**src/core/cvs_cfg.svh**
```systemverilog
// Constants of the cell voltage channel select block: offsets, resets, widths.
// Included by the package and by every design file that needs a figure.
`ifndef CVS_CFG_SVH
`define CVS_CFG_SVH

// ------------------------------------------------------------------
// Register map
// ------------------------------------------------------------------
`define CVS_ADDR_W         8
`define CVS_DATA_W         16
`define CVS_ADDR_LOW       8'h05
`define CVS_ADDR_HIGH      8'h06

// ------------------------------------------------------------------
// Field layout
// ------------------------------------------------------------------
`define CVS_NCELLS         17
`define CVS_LOW_W          16
`define CVS_HIGH_W         6
`define CVS_CELL17_BIT     0
`define CVS_HIGH_RSV_MSB   5
`define CVS_HIGH_RSV_LSB   1
`define CVS_HIGH_RO_MSB    15
`define CVS_HIGH_RO_LSB    6

// ------------------------------------------------------------------
// Reset values
// ------------------------------------------------------------------
`define CVS_LOW_RST        16'hffff
`define CVS_HIGH_RST       6'h01
`define CVS_CELLS_RST      17'h1ffff
`define CVS_DATA_ZERO      16'h0000
`define CVS_RO_ZERO        10'h000

`endif

```
**src/core/cvs_pkg.sv**
```systemverilog
// Types shared by the cell voltage channel select design files.
// Assumes cvs_cfg.svh is on the include path.
`include "cvs_cfg.svh"

package cvs_pkg;

    typedef logic [`CVS_ADDR_W-1:0] cvs_addr_t;
    typedef logic [`CVS_DATA_W-1:0] cvs_data_t;
    typedef logic [`CVS_NCELLS-1:0] cvs_cells_t;

    typedef enum logic [1:0]
    {
        CVS_SEL_NONE = 2'b00,
        CVS_SEL_LOW  = 2'b01,
        CVS_SEL_HIGH = 2'b10
    } cvs_sel_t;

endpackage

```
**src/core/cvs_reg_if.sv**
```systemverilog
// Write port and stored value of one configuration register.
// Assumes both ends run on the same clock as the register file.
`timescale 1ns/1ps

interface cvs_reg_if #(parameter int W = 16);

    logic         ce;
    logic         we;
    logic [W-1:0] wdata;
    logic [W-1:0] q;

    modport ctrl  (output ce, output we, output wdata, input q);
    modport store (input ce, input we, input wdata, output q);

endinterface

```
**src/core/cvs_field_reg.sv**
```systemverilog
// One writable register with a constant reset value.
// Assumes the controlling side gives it a clock enable and a write strobe.
`timescale 1ns/1ps

module cvs_field_reg
    import cvs_pkg::*;
#(
    parameter int           W   = 16,
    parameter logic [W-1:0] RST = '0
)
(
    input  wire logic clock,
    input  wire logic nrst,
    cvs_reg_if.store  port
);

    logic [W-1:0] value_ff;

    always_ff @(posedge clock or negedge nrst)
    begin
        if (!nrst)
        begin
            value_ff <= RST;
        end
        else if (port.ce && port.we)
        begin
            value_ff <= port.wdata;
        end
    end

    assign port.q = value_ff;

endmodule

```
**src/core/cvs_cell_select.sv**
```systemverilog
// Cell voltage channel select register bank and its enable vector.
// Assumes the serial register interface decoder sits on the same clock and
// hands over single-cycle read and write strobes with address and data.
//
// Notes on behaviour
// - Register 0x05 holds enables for cells 1-16, cell n at bit n-1.
// - An enable of 1 measures the cell, 0 leaves it out.
// - After reset all seventeen cell enables read one.
// - Cell 17 enable lives at bit 0 of register 0x06, read/write.
`timescale 1ns/1ps
`include "cvs_cfg.svh"

module cvs_cell_select
    import cvs_pkg::*;
(
    input  wire logic       clock,
    input  wire logic       nrst,
    input  wire logic       clk_en,
    input  wire logic       reg_wr,
    input  wire logic       reg_rd,
    input  wire cvs_addr_t  reg_addr,
    input  wire cvs_data_t  reg_wdata,
    output cvs_data_t       reg_rdata_ff,
    output logic            reg_rvalid_ff,
    output cvs_cells_t      cell_measure_on
);

    // ------------------------------------------------------------------
    // Address decode
    // ------------------------------------------------------------------
    cvs_sel_t sel;

    always_comb
    begin
        if (reg_addr == `CVS_ADDR_LOW)
        begin
            sel = CVS_SEL_LOW;
        end
        else if (reg_addr == `CVS_ADDR_HIGH)
        begin
            sel = CVS_SEL_HIGH;
        end
        else
        begin
            sel = CVS_SEL_NONE;
        end
    end

    // ------------------------------------------------------------------
    // Register storage
    // ------------------------------------------------------------------
    cvs_reg_if #(.W(`CVS_LOW_W))  low_if  ();
    cvs_reg_if #(.W(`CVS_HIGH_W)) high_if ();

    assign low_if.ce     = clk_en;
    assign low_if.we     = reg_wr && (sel == CVS_SEL_LOW);
    assign low_if.wdata  = reg_wdata[`CVS_LOW_W-1:0];
    assign high_if.ce    = clk_en;
    assign high_if.we    = reg_wr && (sel == CVS_SEL_HIGH);
    // Bits above the stored field are dropped; they read back as zero.
    assign high_if.wdata = reg_wdata[`CVS_HIGH_W-1:0];

    cvs_field_reg #(
        .W   (`CVS_LOW_W),
        .RST (`CVS_LOW_RST)
    ) u_low (
        .clock (clock),
        .nrst  (nrst),
        .port  (low_if)
    );

    cvs_field_reg #(
        .W   (`CVS_HIGH_W),
        .RST (`CVS_HIGH_RST)
    ) u_high (
        .clock (clock),
        .nrst  (nrst),
        .port  (high_if)
    );

    // ------------------------------------------------------------------
    // Enable vector to the measurement sequencer
    // ------------------------------------------------------------------
    // Each bit is a stored flop bit; no logic sits between them and the port.
    genvar gi;
    generate
        for (gi = 0; gi < `CVS_LOW_W; gi++)
        begin : g_cell
            assign cell_measure_on[gi] = low_if.q[gi];
        end
    endgenerate
    assign cell_measure_on[`CVS_NCELLS-1] =
        high_if.q[`CVS_CELL17_BIT];

    // ------------------------------------------------------------------
    // Read path
    // ------------------------------------------------------------------
    cvs_data_t nxt_rdata;

    always_comb
    begin
        nxt_rdata = `CVS_DATA_ZERO;
        if (sel == CVS_SEL_LOW)
        begin
            nxt_rdata = low_if.q;
        end
        else if (sel == CVS_SEL_HIGH)
        begin
            nxt_rdata = {`CVS_RO_ZERO, high_if.q};
        end
    end

    // Read data is held until the next read so a slow shifter may sample it.
    always_ff @(posedge clock or negedge nrst)
    begin
        if (!nrst)
        begin
            reg_rdata_ff <= `CVS_DATA_ZERO;
        end
        else if (clk_en && reg_rd)
        begin
            reg_rdata_ff <= nxt_rdata;
        end
    end

    always_ff @(posedge clock or negedge nrst)
    begin
        if (!nrst)
        begin
            reg_rvalid_ff <= 1'b0;
        end
        else if (clk_en)
        begin
            reg_rvalid_ff <= reg_rd;
        end
    end

    logic wr_low;
    logic wr_high;
    logic rd_high;

    assign wr_low  = clk_en && reg_wr && (reg_addr == `CVS_ADDR_LOW);
    assign wr_high = clk_en && reg_wr && (reg_addr == `CVS_ADDR_HIGH);
    assign rd_high = clk_en && reg_rd && (reg_addr == `CVS_ADDR_HIGH);
endmodule

```
**config.mk**
```make
export PLATFORM = sky130hd
export DESIGN_NAME = cvs_cell_select
export DESIGN_NICKNAME = d
export VERILOG_FILES = /design/src/core/cvs_pkg.sv /design/src/core/cvs_reg_if.sv /design/src/core/cvs_field_reg.sv /design/src/core/cvs_cell_select.sv
export VERILOG_INCLUDE_DIRS = /design/src /design/src/core
export SDC_FILE = /design/constraint.sdc
export NUM_CORES = 1
export LEC_CHECK = 0
export BUFFER_PORTS_ARGS = -buffer_cell sky130_fd_sc_hd__buf_2
export CAP_MARGIN = 10
export CORE_AREA = 2 2 110 59
export DETAILED_ROUTE_END_ITERATION = 8
export DIE_AREA = 0 0 112 61
export PLACE_DENSITY = 0.52
export SYNTH_ARGS = -nofsm -noshare
export SYNTH_HDL_FRONTEND = slang
export SYNTH_HIERARCHICAL = 1
export SYNTH_SLANG_ARGS = --single-unit
```
**constraint.sdc**
```tcl
create_clock -name clock -period 1.1 [get_ports clock]
set_input_delay 0.11 -clock clock [delete_from_list [all_inputs] [get_ports clock]]
set_output_delay 0.11 -clock clock [all_outputs]
set_load 0.02 [all_outputs]
```
# Word-level counts from Yosys, hierarchy flattened
# Index checks and enable logic that the tools add are counted.
# W data, S select, Z words.
[word_totals] register_bits=39 latch_bits=0 mem_bits_rw=0 rom_bits=0 in_bits=29 wordCells=17 mem_count=0
[classes] add_sub_neg=0 multipliers=0 div=0 n_lt_le_gt_ge=0 n_eq_ne=4 shift=0 mux=4 n_bitwise=0 n_reduce_logical=5
[op_table] operator="$eq A8 B3 Y1 const B" n=2
[op_table] operator="$mux W16" n=1
[op_table] operator="$mux W6" n=1
[op_table] operator="$logic_and A1 B1 Y1" n=5
[op_table] operator="$mux W2" n=2
[op_table] operator="$eq A2 B1 Y1 const B" n=1
[op_table] operator="$eq A2 B2 Y1 const B" n=1

# Longest topological paths before layout
# Gate-level depths: netlist of the first run.
[depth] word_depth=6 mapped_depth=8 depth_no_buf=5

# Cells and area by module
# Netlist of the first run, hierarchy kept.
[modules_own_cells] mod="cvs_cell_select" instances=1 cells_each=83 area_each_um2=799.5 seq_area_each_um2=425.4
[modules_own_cells] mod="cvs_field_reg (u_low)" instances=1 cells_each=34 area_each_um2=655.6 seq_area_each_um2=420.4
[modules_own_cells] mod="cvs_field_reg (u_high)" instances=1 cells_each=13 area_each_um2=252.7 seq_area_each_um2=151.4

# Worst setup path before layout of the first run
# Ideal clock, no wire load.
[synth_path] path_type="input to register" startpoint="input port reg_addr[5]" endpoint="register u_low.value_ff[10], in the netlist u_low/port.q[10]" setup_ns=0.082 arrival_time_ns=1.357 required_time_ns=1.018 slack_ns=-0.340 cell_stages=7 path_buffers=2 cell_sequence="nor4_4 -> nand3_2 -> buf_6 -> nor2_1 -> nand2_2 -> buf_6 -> mux2_4"
[synth_via] elab_chain_cells=6 word_cells_on_any_way=7 cone_classes="eq/ne: 3; mux: 2; reduce/logical: 2"
[synth_rtl] item="from (decl)" line_no="cvs_cell_select.sv:21" rtl="input wire cvs_addr_t reg_addr,"
[synth_rtl] item="$eq A8 B3 Y1 (no line)"
[synth_rtl] item="$mux W2" line_no="cvs_cell_select.sv:39" rtl="else if (reg_addr == `CVS_ADDR_HIGH)"
[synth_rtl] item="$mux W2 (*)" line_no="cvs_cell_select.sv:35" rtl="if (reg_addr == `CVS_ADDR_LOW)"
[synth_rtl] item="$eq A2 B1 Y1 (*)" line_no="cvs_cell_select.sv:56" rtl="assign low_if.we = reg_wr && (sel == CVS_SEL_LOW);"
[synth_rtl] item="$logic_and A1 B1 Y1 (*)" line_no="cvs_cell_select.sv:56"
[synth_rtl] item="via low_if.we" line_no="cvs_reg_if.sv:8" rtl="logic we;"
[synth_rtl] item="$logic_and A1 B1 Y1 (*)" line_no="cvs_field_reg.sv:25" rtl="else if (port.ce && port.we)"
[synth_rtl] item="to (signal assigned)" line_no="cvs_field_reg.sv:27" rtl="value_ff <= port.wdata;"
[synth_rtl] item="to (decl)" line_no="cvs_field_reg.sv:17" rtl="logic [W-1:0] value_ff;"
# The timed path passes the listed nets; every way through them passes the cells marked *.
# A chain may end at the register's enable or synchronous reset.

# Worst setup path in the final report of the first run
[layout_path] startpoint="input port reg_addr[5]" endpoint="register u_high.value_ff[5], in the netlist u_high/port.q[5]"
[layout_via] elab_chain_cells=6 word_cells_on_any_way=7 cone_classes="eq/ne: 3; mux: 2; reduce/logical: 2"
[layout_rtl] item="$eq A8 B3 Y1 (no line)"
[layout_rtl] item="$mux W2" line_no="cvs_cell_select.sv:39"
[layout_rtl] item="$mux W2 (*)" line_no="cvs_cell_select.sv:35"
[layout_rtl] item="$eq A2 B2 Y1 (*)" line_no="cvs_cell_select.sv:59" rtl="assign high_if.we = reg_wr && (sel == CVS_SEL_HIGH);"
[layout_rtl] item="$logic_and A1 B1 Y1 (*)" line_no="cvs_cell_select.sv:59"
[layout_rtl] item="via high_if.we" line_no="cvs_reg_if.sv:8"
[layout_rtl] item="$logic_and A1 B1 Y1 (*)" line_no="cvs_field_reg.sv:25"
[layout_rtl] item="to (signal assigned)" line_no="cvs_field_reg.sv:27"
[layout_rtl] item="to (decl)" line_no="cvs_field_reg.sv:17"
# Marked as above.

==> impl_metrics.py, run 1 <==
metrics = {
    "placed_design": {
        "gp_congestion": 0.743,
        "io_buffers": 62,
        "post-place-ws_ns": -0.390,
        "dpl.hpwl_um": 3040,
        "dp.cells": 273,
    },
    "min_path": {
        "worstHoldPathCells": 2,
        "min-delay-start": "reg_wdata[12]",
        "hold_class": "in2reg",
        "worstHoldEndpoint": "u_low/port.q[12]",
    },
    "grt": {
        "grt_max_degree": 40,
        "antenna_found_initial": 0,
        "grt_pass1_vias": 1280,
        "grt_use_met2_pct": 17.7,
        "use_met3_pct": 4.70,
        "use_met1_pct": 19.7,
        "grtUsageTotal_pct": 13.3,
        "grt_first_pass_wirelength_um": 6750,
        "overflow": 0,
        "busiest_layer": "met1",
    },
    "clocking": {
        "cts_root_buf": "clkbuf_16",
        "clk_latency_ns": 0.27,
        "clockBufferDepth": 2,
        "clock-sinks": 39,
        "h-tree-depth": 2,
        "clk_pin_slew_worst_paths_ns": 0.05,
        "cts_tree": "yes",
        "numCtsBuffers": 5,
    },
    "worst_setup_path": {
        "r2r_slack_ns": 0.15,
        "r2r_cells": 4,
        "end_kind": "flip-flop",
        "cp.required_ns": 1.26,
        "path_cells": "buf_6 > nor4_4 > nand4_1 > nor2_2 > nand2_4 > mux2_4",
        "setup.worst_path.start_class": "input port",
        "slowest_delay_ns": 0.34,
        "r2r_start": "u_low/port.q[13]",
        "crit_type": "in2reg",
        "r2r_end": "reg_rdata_ff[13]",
        "crit_arrival_ns": 1.31,
        "crit_path_top_delay_cell": "nor4_4",
        "worstPathMaxFanout": 6,
    },
    "synthesis": {
        "synth_seq_area_share_pct": 58.4,
        "synth_fp_nets": 159,
        "synth.top_cell.area_share_pct": 32.2,
        "ys_warn_count": 6,
        "ys_ff_latch": 39,
        "synth_area_leaders": "dfrtp_1 32%, dfstp_2 26%, mux2_4 14%",
        "synth-main-ff-cell": "dfrtp_1",
        "netlist.top_cell.by_area": "dfrtp_1",
        "synth_area_um2": 1710,
        "post_synth.cell_area_avg_um2": 13.1,
        "synthCells": 130,
        "synth_edf_count": 0,
        "synthArstFlopShare_pct": 100,
        "synth_cell_type_count": 21,
    },
    "timing": {
        "drv_slew": 0,
        "fin_crit_ns": 1.15,
        "rsz0062_at_grt": "yes",
        "worst_clock_skew_ns": 0.00159,
        "fmax_ghz": 0.871,
        "worst_slew_pin_slew_ns": 0.471,
        "tns_ns": -0.605,
        "whs_ns": 0.0642,
        "fin_ws_ns": -0.0475,
        "finalSetupViolCount": 22,
        "period_share_pct": 104,
        "hold_violations": 0,
        "max-slew-margin-rel_pct": 68.6,
    },
    "finish": {
        "regArea_um2": 997,
        "final_cells": 289,
        "multiInputGateArea_um2": 689,
        "areaGrowthSynthToFinish_pct": 45.1,
        "num-fill-cells": 582,
        "n_antenna_cell": 0,
        "nets": 240,
        "layout-drive-gt1-share_pct": 65.6,
    },
    "die": {
        "core.rowCount": 20,
        "die-area_um2": 6830,
        "chipWidth_um": 112,
        "core-area_um2": 5860,
        "fp.dieH_um": 61,
        "io_pins": 63,
        "start_util_pct": 29.2,
    },
    "power": {
        "power_leakage_nw": 1.23,
        "max-vdd-ir-drop_mv": 0.639,
        "p_per_area_nw_per_um2": 1310,
    },
    "detailed_routing": {
        "firstDrtPassIters": 4,
        "drt_iter0_markers": 47,
        "wire_per_inst_um": 14.0,
        "vias": 1243,
        "drc": 0,
        "vias_per_cell": 4.30,
        "routed_wl_um": 4060,
        "antenna_left": 0,
    },
    "run_status": {
        "status": "finished, violations left",
        "violations": "negative setup slack",
    },
    "flow_run": {
        "maxCapViolations": 0,
    },
}
## cell type report
class	count	area share [%]
sequential	39	40.3
multi-input combinational	84	27.8
timing repair buffer	79	21.4
clock buffer	8	6.31
tap	77	3.89
inverter	2	0.303
## worst max-delay path: cells and delay by family
kind	cells	cell delay (ns)
buf+inv	1	0.09
simple gates	4	0.78
mux	1	0.31
## flip-flops by register name, indices dropped and copies added (netlist names)
name           flops
reg_rdata_ff      16
reg_rvalid_ff      1
u_high/port.q      6
u_low/port.q      16
## synth_stat cells, types with 2 or more instances
library cell	instances
nand2_1	27
dfrtp_1	22
dfstp_2	17
mux2_4	16
o21ai_2	9
o21ai_0	8
a22oi_1	6
mux2_2	6
nor2b_1	3
buf_2	2
buf_6	2
inv_1	2
nor2_1	2
## per-stage QoR
step           util [%]  power [mW]  instance area, µm²
5_1_grt            42.3        3.42                2480
3_3_place_gp       37.1        1.76                2170
6_report           42.3        3.25                2480
3_5_place_dp       37.1        1.76                2170
2_1_floorplan         -        1.61                1730
4_1_cts            40.9        3.30                2390
## cells by family after synthesis
group	count (synthesis)	share of synthesized area [%]
buffers and inverters	7	2.64
AOI/OAI and AO/OA	23	9.60
DFF	39	58.4
and+or+nand+nor	39	11.4
muxes	22	18.0
## cell usage in the layout, fill, tap and decap left out
cell type,instances
buf_2,43
nand2_1,27
buf_4,26
dfrtp_1,22
dfstp_2,17
mux2_4,16
o21ai_2,9
buf_6,8
o21ai_0,7
a22oi_1,6
mux2_2,6
clkbuf_16,5
nor2b_1,3
inv_1,2
clkbuf_8,2
nor4_4,1
nand3_2,1
nor2_4,1
nand4_1,1
nor2_2,1
and2_1,1
nand3_1,1
o21ai_1,1
clkbuf_1,1
dlygate4sd3_1,1
buf_12,1
nand2_4,1
nand2_8,1
## worst max path at each step
stage	startpoint	slack, ns	cells after the start	endpoint
2_1_floorplan	reg_addr[6]	-0.29	7	u_low/port.q[10]
3_3_place_gp	reg_addr[6]	-0.35	6	u_low/port.q[11]
3_5_place_dp	reg_addr[6]	-0.39	6	u_low/port.q[11]
4_1_cts	reg_addr[5]	-0.05	6	u_high/port.q[4]
5_1_grt	reg_addr[5]	-0.09	6	u_high/port.q[3]
6_report	reg_addr[5]	-0.05	6	u_high/port.q[5]
## per-layer routing
layer,vias to the layer above,wire [µm]
li1,614,-
met1,588,2170
met2,37,1560
met3,4,280
met4,0,45
met5,-,0
## repair_timing
action                                  in CTS  in global routing
endpoints found under the setup margin      32                 37
gates resized for setup                     13                 14
hold buffers                                 1                  0
pin swaps                                    3                  0
setup buffers                                1                  6
endpoints found under the hold margin       22                  0
## report_power, final
part	switching (mW)	internal [mW]	total (mW)
registers	0.0200	1.48	1.50
logic	0.138	0.134	0.272
clock network	0.517	0.964	1.48
No activity file was read; power rests on OpenSTA's default activity.
==> inputs of run 2 (changes only) <==
- PLACE_DENSITY: 0.52 -> 0.54
- clock period: 1.1 -> 1 ns (I/O delays scaled with it)
==> run 2 against run 1 <==
Net effect:
- first-iteration DRC count fell by 66%
- global-route usage rose by 0.24 points
- core utilization rose by 1.7 points
- non-clock buffer count rose by 8
- flip-flop and latch count did not move
- clock-buffer cell count did not move
- clock power rose by 11%
- critical path type unchanged
- the flow still finishes with violations (negative setup slack)
==> impl_metrics.py, run 2 (same netlist as run 1, synthesis figures left out) <==
metrics = {
    "power": {
        "p_per_area_nw_per_um2": 1400,
        "power_leakage_nw": 1.28,
        "max-vdd-ir-drop_mv": 0.784,
    },
    "clocking": {
        "clock-sinks": 39,
        "clk_pin_slew_worst_paths_ns": 0.06,
        "cts_tree": "yes",
        "clk_latency_ns": 0.27,
        "h-tree-depth": 2,
        "cts_root_buf": "clkbuf_16",
        "numCtsBuffers": 5,
        "clockBufferDepth": 2,
    },
    "finish": {
        "final_cells": 297,
        "regArea_um2": 997,
        "multiInputGateArea_um2": 689,
        "n_antenna_cell": 0,
        "final_common_cell": "buf_2",
        "num-fill-cells": 546,
        "mostFrequentLayoutCells": "43 x buf_2, 27 x nand2_1, 23 x buf_4, 22 x dfrtp_1, 19 x buf_6",
        "nets": 248,
        "layout-drive-gt1-share_pct": 66.8,
        "finalInstanceArea_um2": 2580,
        "areaGrowthSynthToFinish_pct": 51.0,
    },
    "detailed_routing": {
        "antenna_left": 0,
        "firstDrtPassIters": 4,
        "vias_per_cell": 4.40,
        "vias": 1308,
        "drt_iter0_markers": 16,
        "routed_wl_um": 4290,
        "drc": 0,
        "wire_per_inst_um": 14.5,
    },
    "placed_design": {
        "place_area_um2": 2170,
        "dp.cells": 273,
        "dpl.hpwl_um": 3140,
        "io_buffers": 62,
        "gp_congestion": 0.719,
    },
    "worst_setup_path": {
        "end_kind": "flip-flop",
        "slowest_delay_ns": 0.34,
        "r2r_end": "reg_rdata_ff[5]",
        "worstPathMaxFanout": 6,
        "cp_top_family": "simple AND/OR/NAND/NOR gates",
        "r2r_slack_ns": 0.07,
        "crit_buf_inv": 1,
        "cp.required_ns": 1.16,
        "r2r_start": "u_low/port.q[5]",
        "path_cells": "buf_6 > nor4_4 > nand4_1 > nor2_2 > nand2_4 > mux2_4",
        "crit_type": "in2reg",
        "setup.worst_path.start_class": "input port",
        "worst-path-stages": 6,
        "r2r_cells": 3,
        "crit_path_top_delay_cell": "nor4_4",
        "crit_arrival_ns": 1.29,
    },
    "grt": {
        "grt_pass1_vias": 1354,
        "use_met3_pct": 3.70,
        "grt_max_degree": 31,
        "use_met1_pct": 19.8,
        "grtUsageTotal_pct": 13.5,
        "grt_use_met2_pct": 20.7,
        "grt_first_pass_wirelength_um": 7070,
        "antenna_found_initial": 0,
        "overflow": 0,
        "busiest_layer": "met2",
    },
    "die": {
        "fp.dieH_um": 61,
        "core.rowCount": 20,
        "die-area_um2": 6830,
        "io_pins": 63,
        "start_util_pct": 29.2,
        "core-area_um2": 5860,
        "chipWidth_um": 112,
    },
    "timing": {
        "worst_slew_pin_slew_ns": 0.299,
        "rsz0062_at_grt": "yes",
        "fmax_ghz": 0.882,
        "hold_violations": 0,
        "drv_slew": 0,
        "max-slew-margin-rel_pct": 79.9,
        "fin_ws_ns": -0.133,
        "fin_crit_ns": 1.13,
        "finalSetupViolCount": 39,
        "worst_clock_skew_ns": 0.00459,
        "whs_ns": 0.0571,
        "period_share_pct": 113,
    },
    "min_path": {
        "min-delay-start": "reg_wdata[7]",
        "worstHoldEndpoint": "u_low/port.q[7]",
        "hold_class": "in2reg",
        "worstHoldPathCells": 2,
    },
    "run_status": {
        "violations": "negative setup slack",
        "status": "finished, violations left",
    },
    "flow_run": {
        "maxCapViolations": 0,
    },
}
==> run 2: final cells by class <==
cell class / count / share of cell area (%)
clock buffers: 8 / 6.07
flip-flops and latches: 39 / 38.7
multi-input cells: 84 / 26.7
inverters: 2 / 0.291
well taps: 77 / 3.74
repair buffers: 87 / 24.5
==> run 2: routing by layer <==
| layer | wire, µm | vias to the layer above |
|---|---|---|
| li1 | - | 636 |
| met1 | 2180 | 626 |
| met2 | 1830 | 44 |
| met3 | 273 | 2 |
| met4 | 12 | 0 |
| met5 | 0 | - |
==> run 2: worst max path at each step <==
stage                start                to
2_1_floorplan  reg_addr[6]  u_low/port.q[10]
5_1_grt        reg_addr[5]  u_low/port.q[12]
4_1_cts        reg_addr[5]  u_low/port.q[11]
6_report       reg_addr[5]  u_high/port.q[3]
3_5_place_dp   reg_addr[6]  u_low/port.q[11]
3_3_place_gp   reg_addr[6]  u_high/port.q[3]
==> run 2: timing repair <==
action	in CTS	in global routing
hold buffers	1	0
pin swaps	4	0
endpoints found under the hold margin	28	0
buffers inserted	15	0
resized for setup	37	5
setup endpoints to repair	39	45
==> run 2: power breakdown <==
group          total [mW]  switching, mW  internal (mW)
Combinational       0.329          0.162          0.168
Clock                1.65          0.584           1.06
Sequential           1.64         0.0203           1.62
Total                3.62          0.766           2.85
==> run 2: through the flow <==
| step | util, % | total power [mW] | setup TNS [ns] | worst slack, ns |
|---|---|---|---|---|
| floorplan | - | 1.77 | -6.28 | -0.382 |
| global placement | 37.1 | 1.94 | -11.60 | -0.439 |
| detailed placement | 37.1 | 1.94 | -13.27 | -0.491 |
| CTS | 44.0 | 3.67 | -3.39 | -0.143 |
| global route | 44.0 | 3.76 | -4.59 | -0.189 |
| finish | 44.0 | 3.62 | -2.92 | -0.133 |
==> run 2: worst reg2reg max path, cell delays in order, from the launching register on <==
cell	delay, ns
dfstp_2	0.55
buf_4	0.11
a22oi_1	0.08
o21ai_1	0.12
==> inputs of run 3 (changes only) <==
- PLACE_DENSITY: 0.54 -> 0.5
==> run 3 against run 2 <==
Net effect:
- the run still ends with negative setup slack left
- non-clock buffer count is 2 higher
- power is 6.0% higher
- register-to-register slack worse by 0.02 ns
- clock power is 13% higher
- wire length is 1.8% higher
- die area stayed put
- largest power group unchanged
==> impl_metrics.py, run 3 (same netlist as run 1, synthesis figures left out) <==
metrics = {
    "worst_setup_path": {
        "r2r_slack_ns": 0.05,
        "end_kind": "flip-flop",
        "crit_type": "in2reg",
        "r2r_start": "u_low/port.q[2]",
        "cp.required_ns": 1.21,
        "crit_arrival_ns": 1.30,
        "worstPathMaxFanout": 16,
        "cp-startpoint": "reg_addr[5]",
        "setup.worst_path.start_class": "input port",
        "r2r_cells": 3,
        "r2r_end": "reg_rdata_ff[2]",
        "worstSetupEndpoint": "u_low/port.q[5]",
    },
    "power": {
        "p_switching_uw": 802,
        "p_per_area_nw_per_um2": 1470,
        "max-vdd-ir-drop_mv": 0.649,
        "power_leakage_nw": 1.30,
        "p_int_mw": 3.03,
        "clkPwrFrac_pct": 48.5,
        "sequentialPowerShare_pct": 42.8,
        "switching_share_pct": 20.9,
        "combinationalPowerShare_pct": 8.7,
        "total_power_mw": 3.84,
    },
    "die": {
        "fp.dieH_um": 61,
        "die-area_um2": 6830,
        "chipWidth_um": 112,
        "start_util_pct": 29.2,
        "core.rowCount": 20,
        "io_pins": 63,
        "core-area_um2": 5860,
    },
    "detailed_routing": {
        "drt_iter0_markers": 32,
        "routed_wl_um": 4370,
        "wire_per_inst_um": 14.6,
        "antenna_left": 0,
        "firstDrtPassIters": 4,
        "vias": 1268,
        "drc": 0,
        "vias_per_cell": 4.24,
    },
    "finish": {
        "layout-drive-gt1-share_pct": 67.6,
        "areaGrowthSynthToFinish_pct": 52.9,
        "final_common_cell": "buf_2",
        "nets": 250,
        "n_antenna_cell": 0,
        "mostFrequentLayoutCells": "43 x buf_2, 27 x nand2_1, 25 x buf_4, 22 x dfrtp_1, 19 x buf_6",
    },
    "grt": {
        "antenna_found_initial": 0,
        "grtUsageTotal_pct": 13.7,
        "grt_max_degree": 40,
        "grt_pass1_vias": 1323,
        "overflow": 0,
        "grt_first_pass_wirelength_um": 6900,
    },
    "min_path": {
        "hold_class": "in2reg",
        "worstHoldPathCells": 2,
    },
    "flow_run": {
        "maxCapViolations": 0,
    },
    "timing": {
        "finalSetupViolCount": 39,
        "fin_crit_ns": 1.10,
        "worst_slew_pin_slew_ns": 0.274,
        "tns_ns": -2.39,
        "whs_ns": 0.0483,
        "rsz0062_at_grt": "yes",
        "hold_violations": 0,
        "fmax_ghz": 0.913,
        "period_share_pct": 110,
        "fin_ws_ns": -0.0951,
        "drv_slew": 0,
        "worst_clock_skew_ns": 0.00285,
        "max-slew-margin-rel_pct": 81.6,
    },
    "run_status": {
        "violations": "negative setup slack",
        "status": "finished, violations left",
    },
    "clocking": {
        "clk_latency_ns": 0.28,
        "clockBufferDepth": 2,
        "cts_root_buf": "clkbuf_16",
        "clock-sinks": 39,
        "h-tree-depth": 2,
        "clk_pin_slew_worst_paths_ns": 0.06,
        "cts_tree": "yes",
        "numCtsBuffers": 5,
    },
    "placed_design": {
        "gp_congestion": 0.727,
        "io_buffers": 62,
        "dpl.hpwl_um": 3040,
    },
}
==> run 3: cell count changes in the layout (fill, tap and decap cells not counted), sizes merged <==
cell,before,now
clkinv,0,1
clkbuf,8,6
bufinv,0,1
buf,86,88
==> run 3: area by class of cell <==
cell class / instances / area [µm²]
Fill cell: 574 / 3240
Sequential cell: 39 / 997
Multi-Input combinational cell: 84 / 689
Tap cell: 77 / 96.3
Inverter: 2 / 7.51
Clock buffer: 6 / 139
Timing Repair Buffer: 89 / 647
Clock inverter: 2 / 35.0
==> run 3: worst max-delay path: stages <==
cell and delay [ns]:
buf_6 0.10, nor4_4 0.32, nand3_2 0.15, nor2_4 0.16
nand2_8 0.14, mux2_4 0.33
==> run 3: stage by stage <==
step	instances	area, µm²	utilization (%)	setup WS [ns]
after floorplan	130	1730	-	-0.382
after global placement	273	2170	37.1	-0.450
after detailed placement	273	2170	37.1	-0.466
after CTS	299	2610	44.6	-0.113
after global routing	299	2610	44.6	-0.188
final	299	2610	44.6	-0.0951
==> run 3: worst min path at each step <==
stage,startpoint,to,slack (ns)
after floorplan,nrst,reg_rdata_ff[0],-0.20
after global placement,nrst,u_high/port.q[5],0.08
after detailed placement,nrst,u_high/port.q[5],0.08
after CTS,reg_wdata[12],u_low/port.q[12],0.04
after global routing,reg_wdata[6],u_low/port.q[6],0.05
final,reg_wdata[12],u_low/port.q[12],0.05
==> run 3: power by group through the flow <==
stage | logic, mW | registers [mW] | clock network [mW]
after floorplan | 0.0747 | 1.70 | 0
after global placement | 0.273 | 1.67 | 0
after detailed placement | 0.274 | 1.67 | 0
after CTS | 0.338 | 1.64 | 1.89
after global routing | 0.363 | 1.65 | 1.97
final | 0.334 | 1.64 | 1.86
==> run 3: per-layer routing <==
layer | vias to the layer above | part of all wire (%) | wire length [µm] | GRT usage (%)
met4 | 0 | 1.3 | 55 | 5.75
li1 | 626 | - | - | -
met1 | 594 | 53 | 2300 | 19.4
met5 | - | 0 | 0 | 0
met3 | 5 | 6.3 | 274 | 4.30
met2 | 43 | 40 | 1750 | 19.6
==> run 3: what timing repair did <==
| action | in CTS | in global routing |
|---|---|---|
| setup buffers | 17 | 0 |
| endpoints found under the hold margin | 22 | 0 |
| hold buffers | 1 | 0 |
| pin swaps | 4 | 0 |
| resized for setup | 37 | 4 |
| setup endpoints to repair | 39 | 43 |
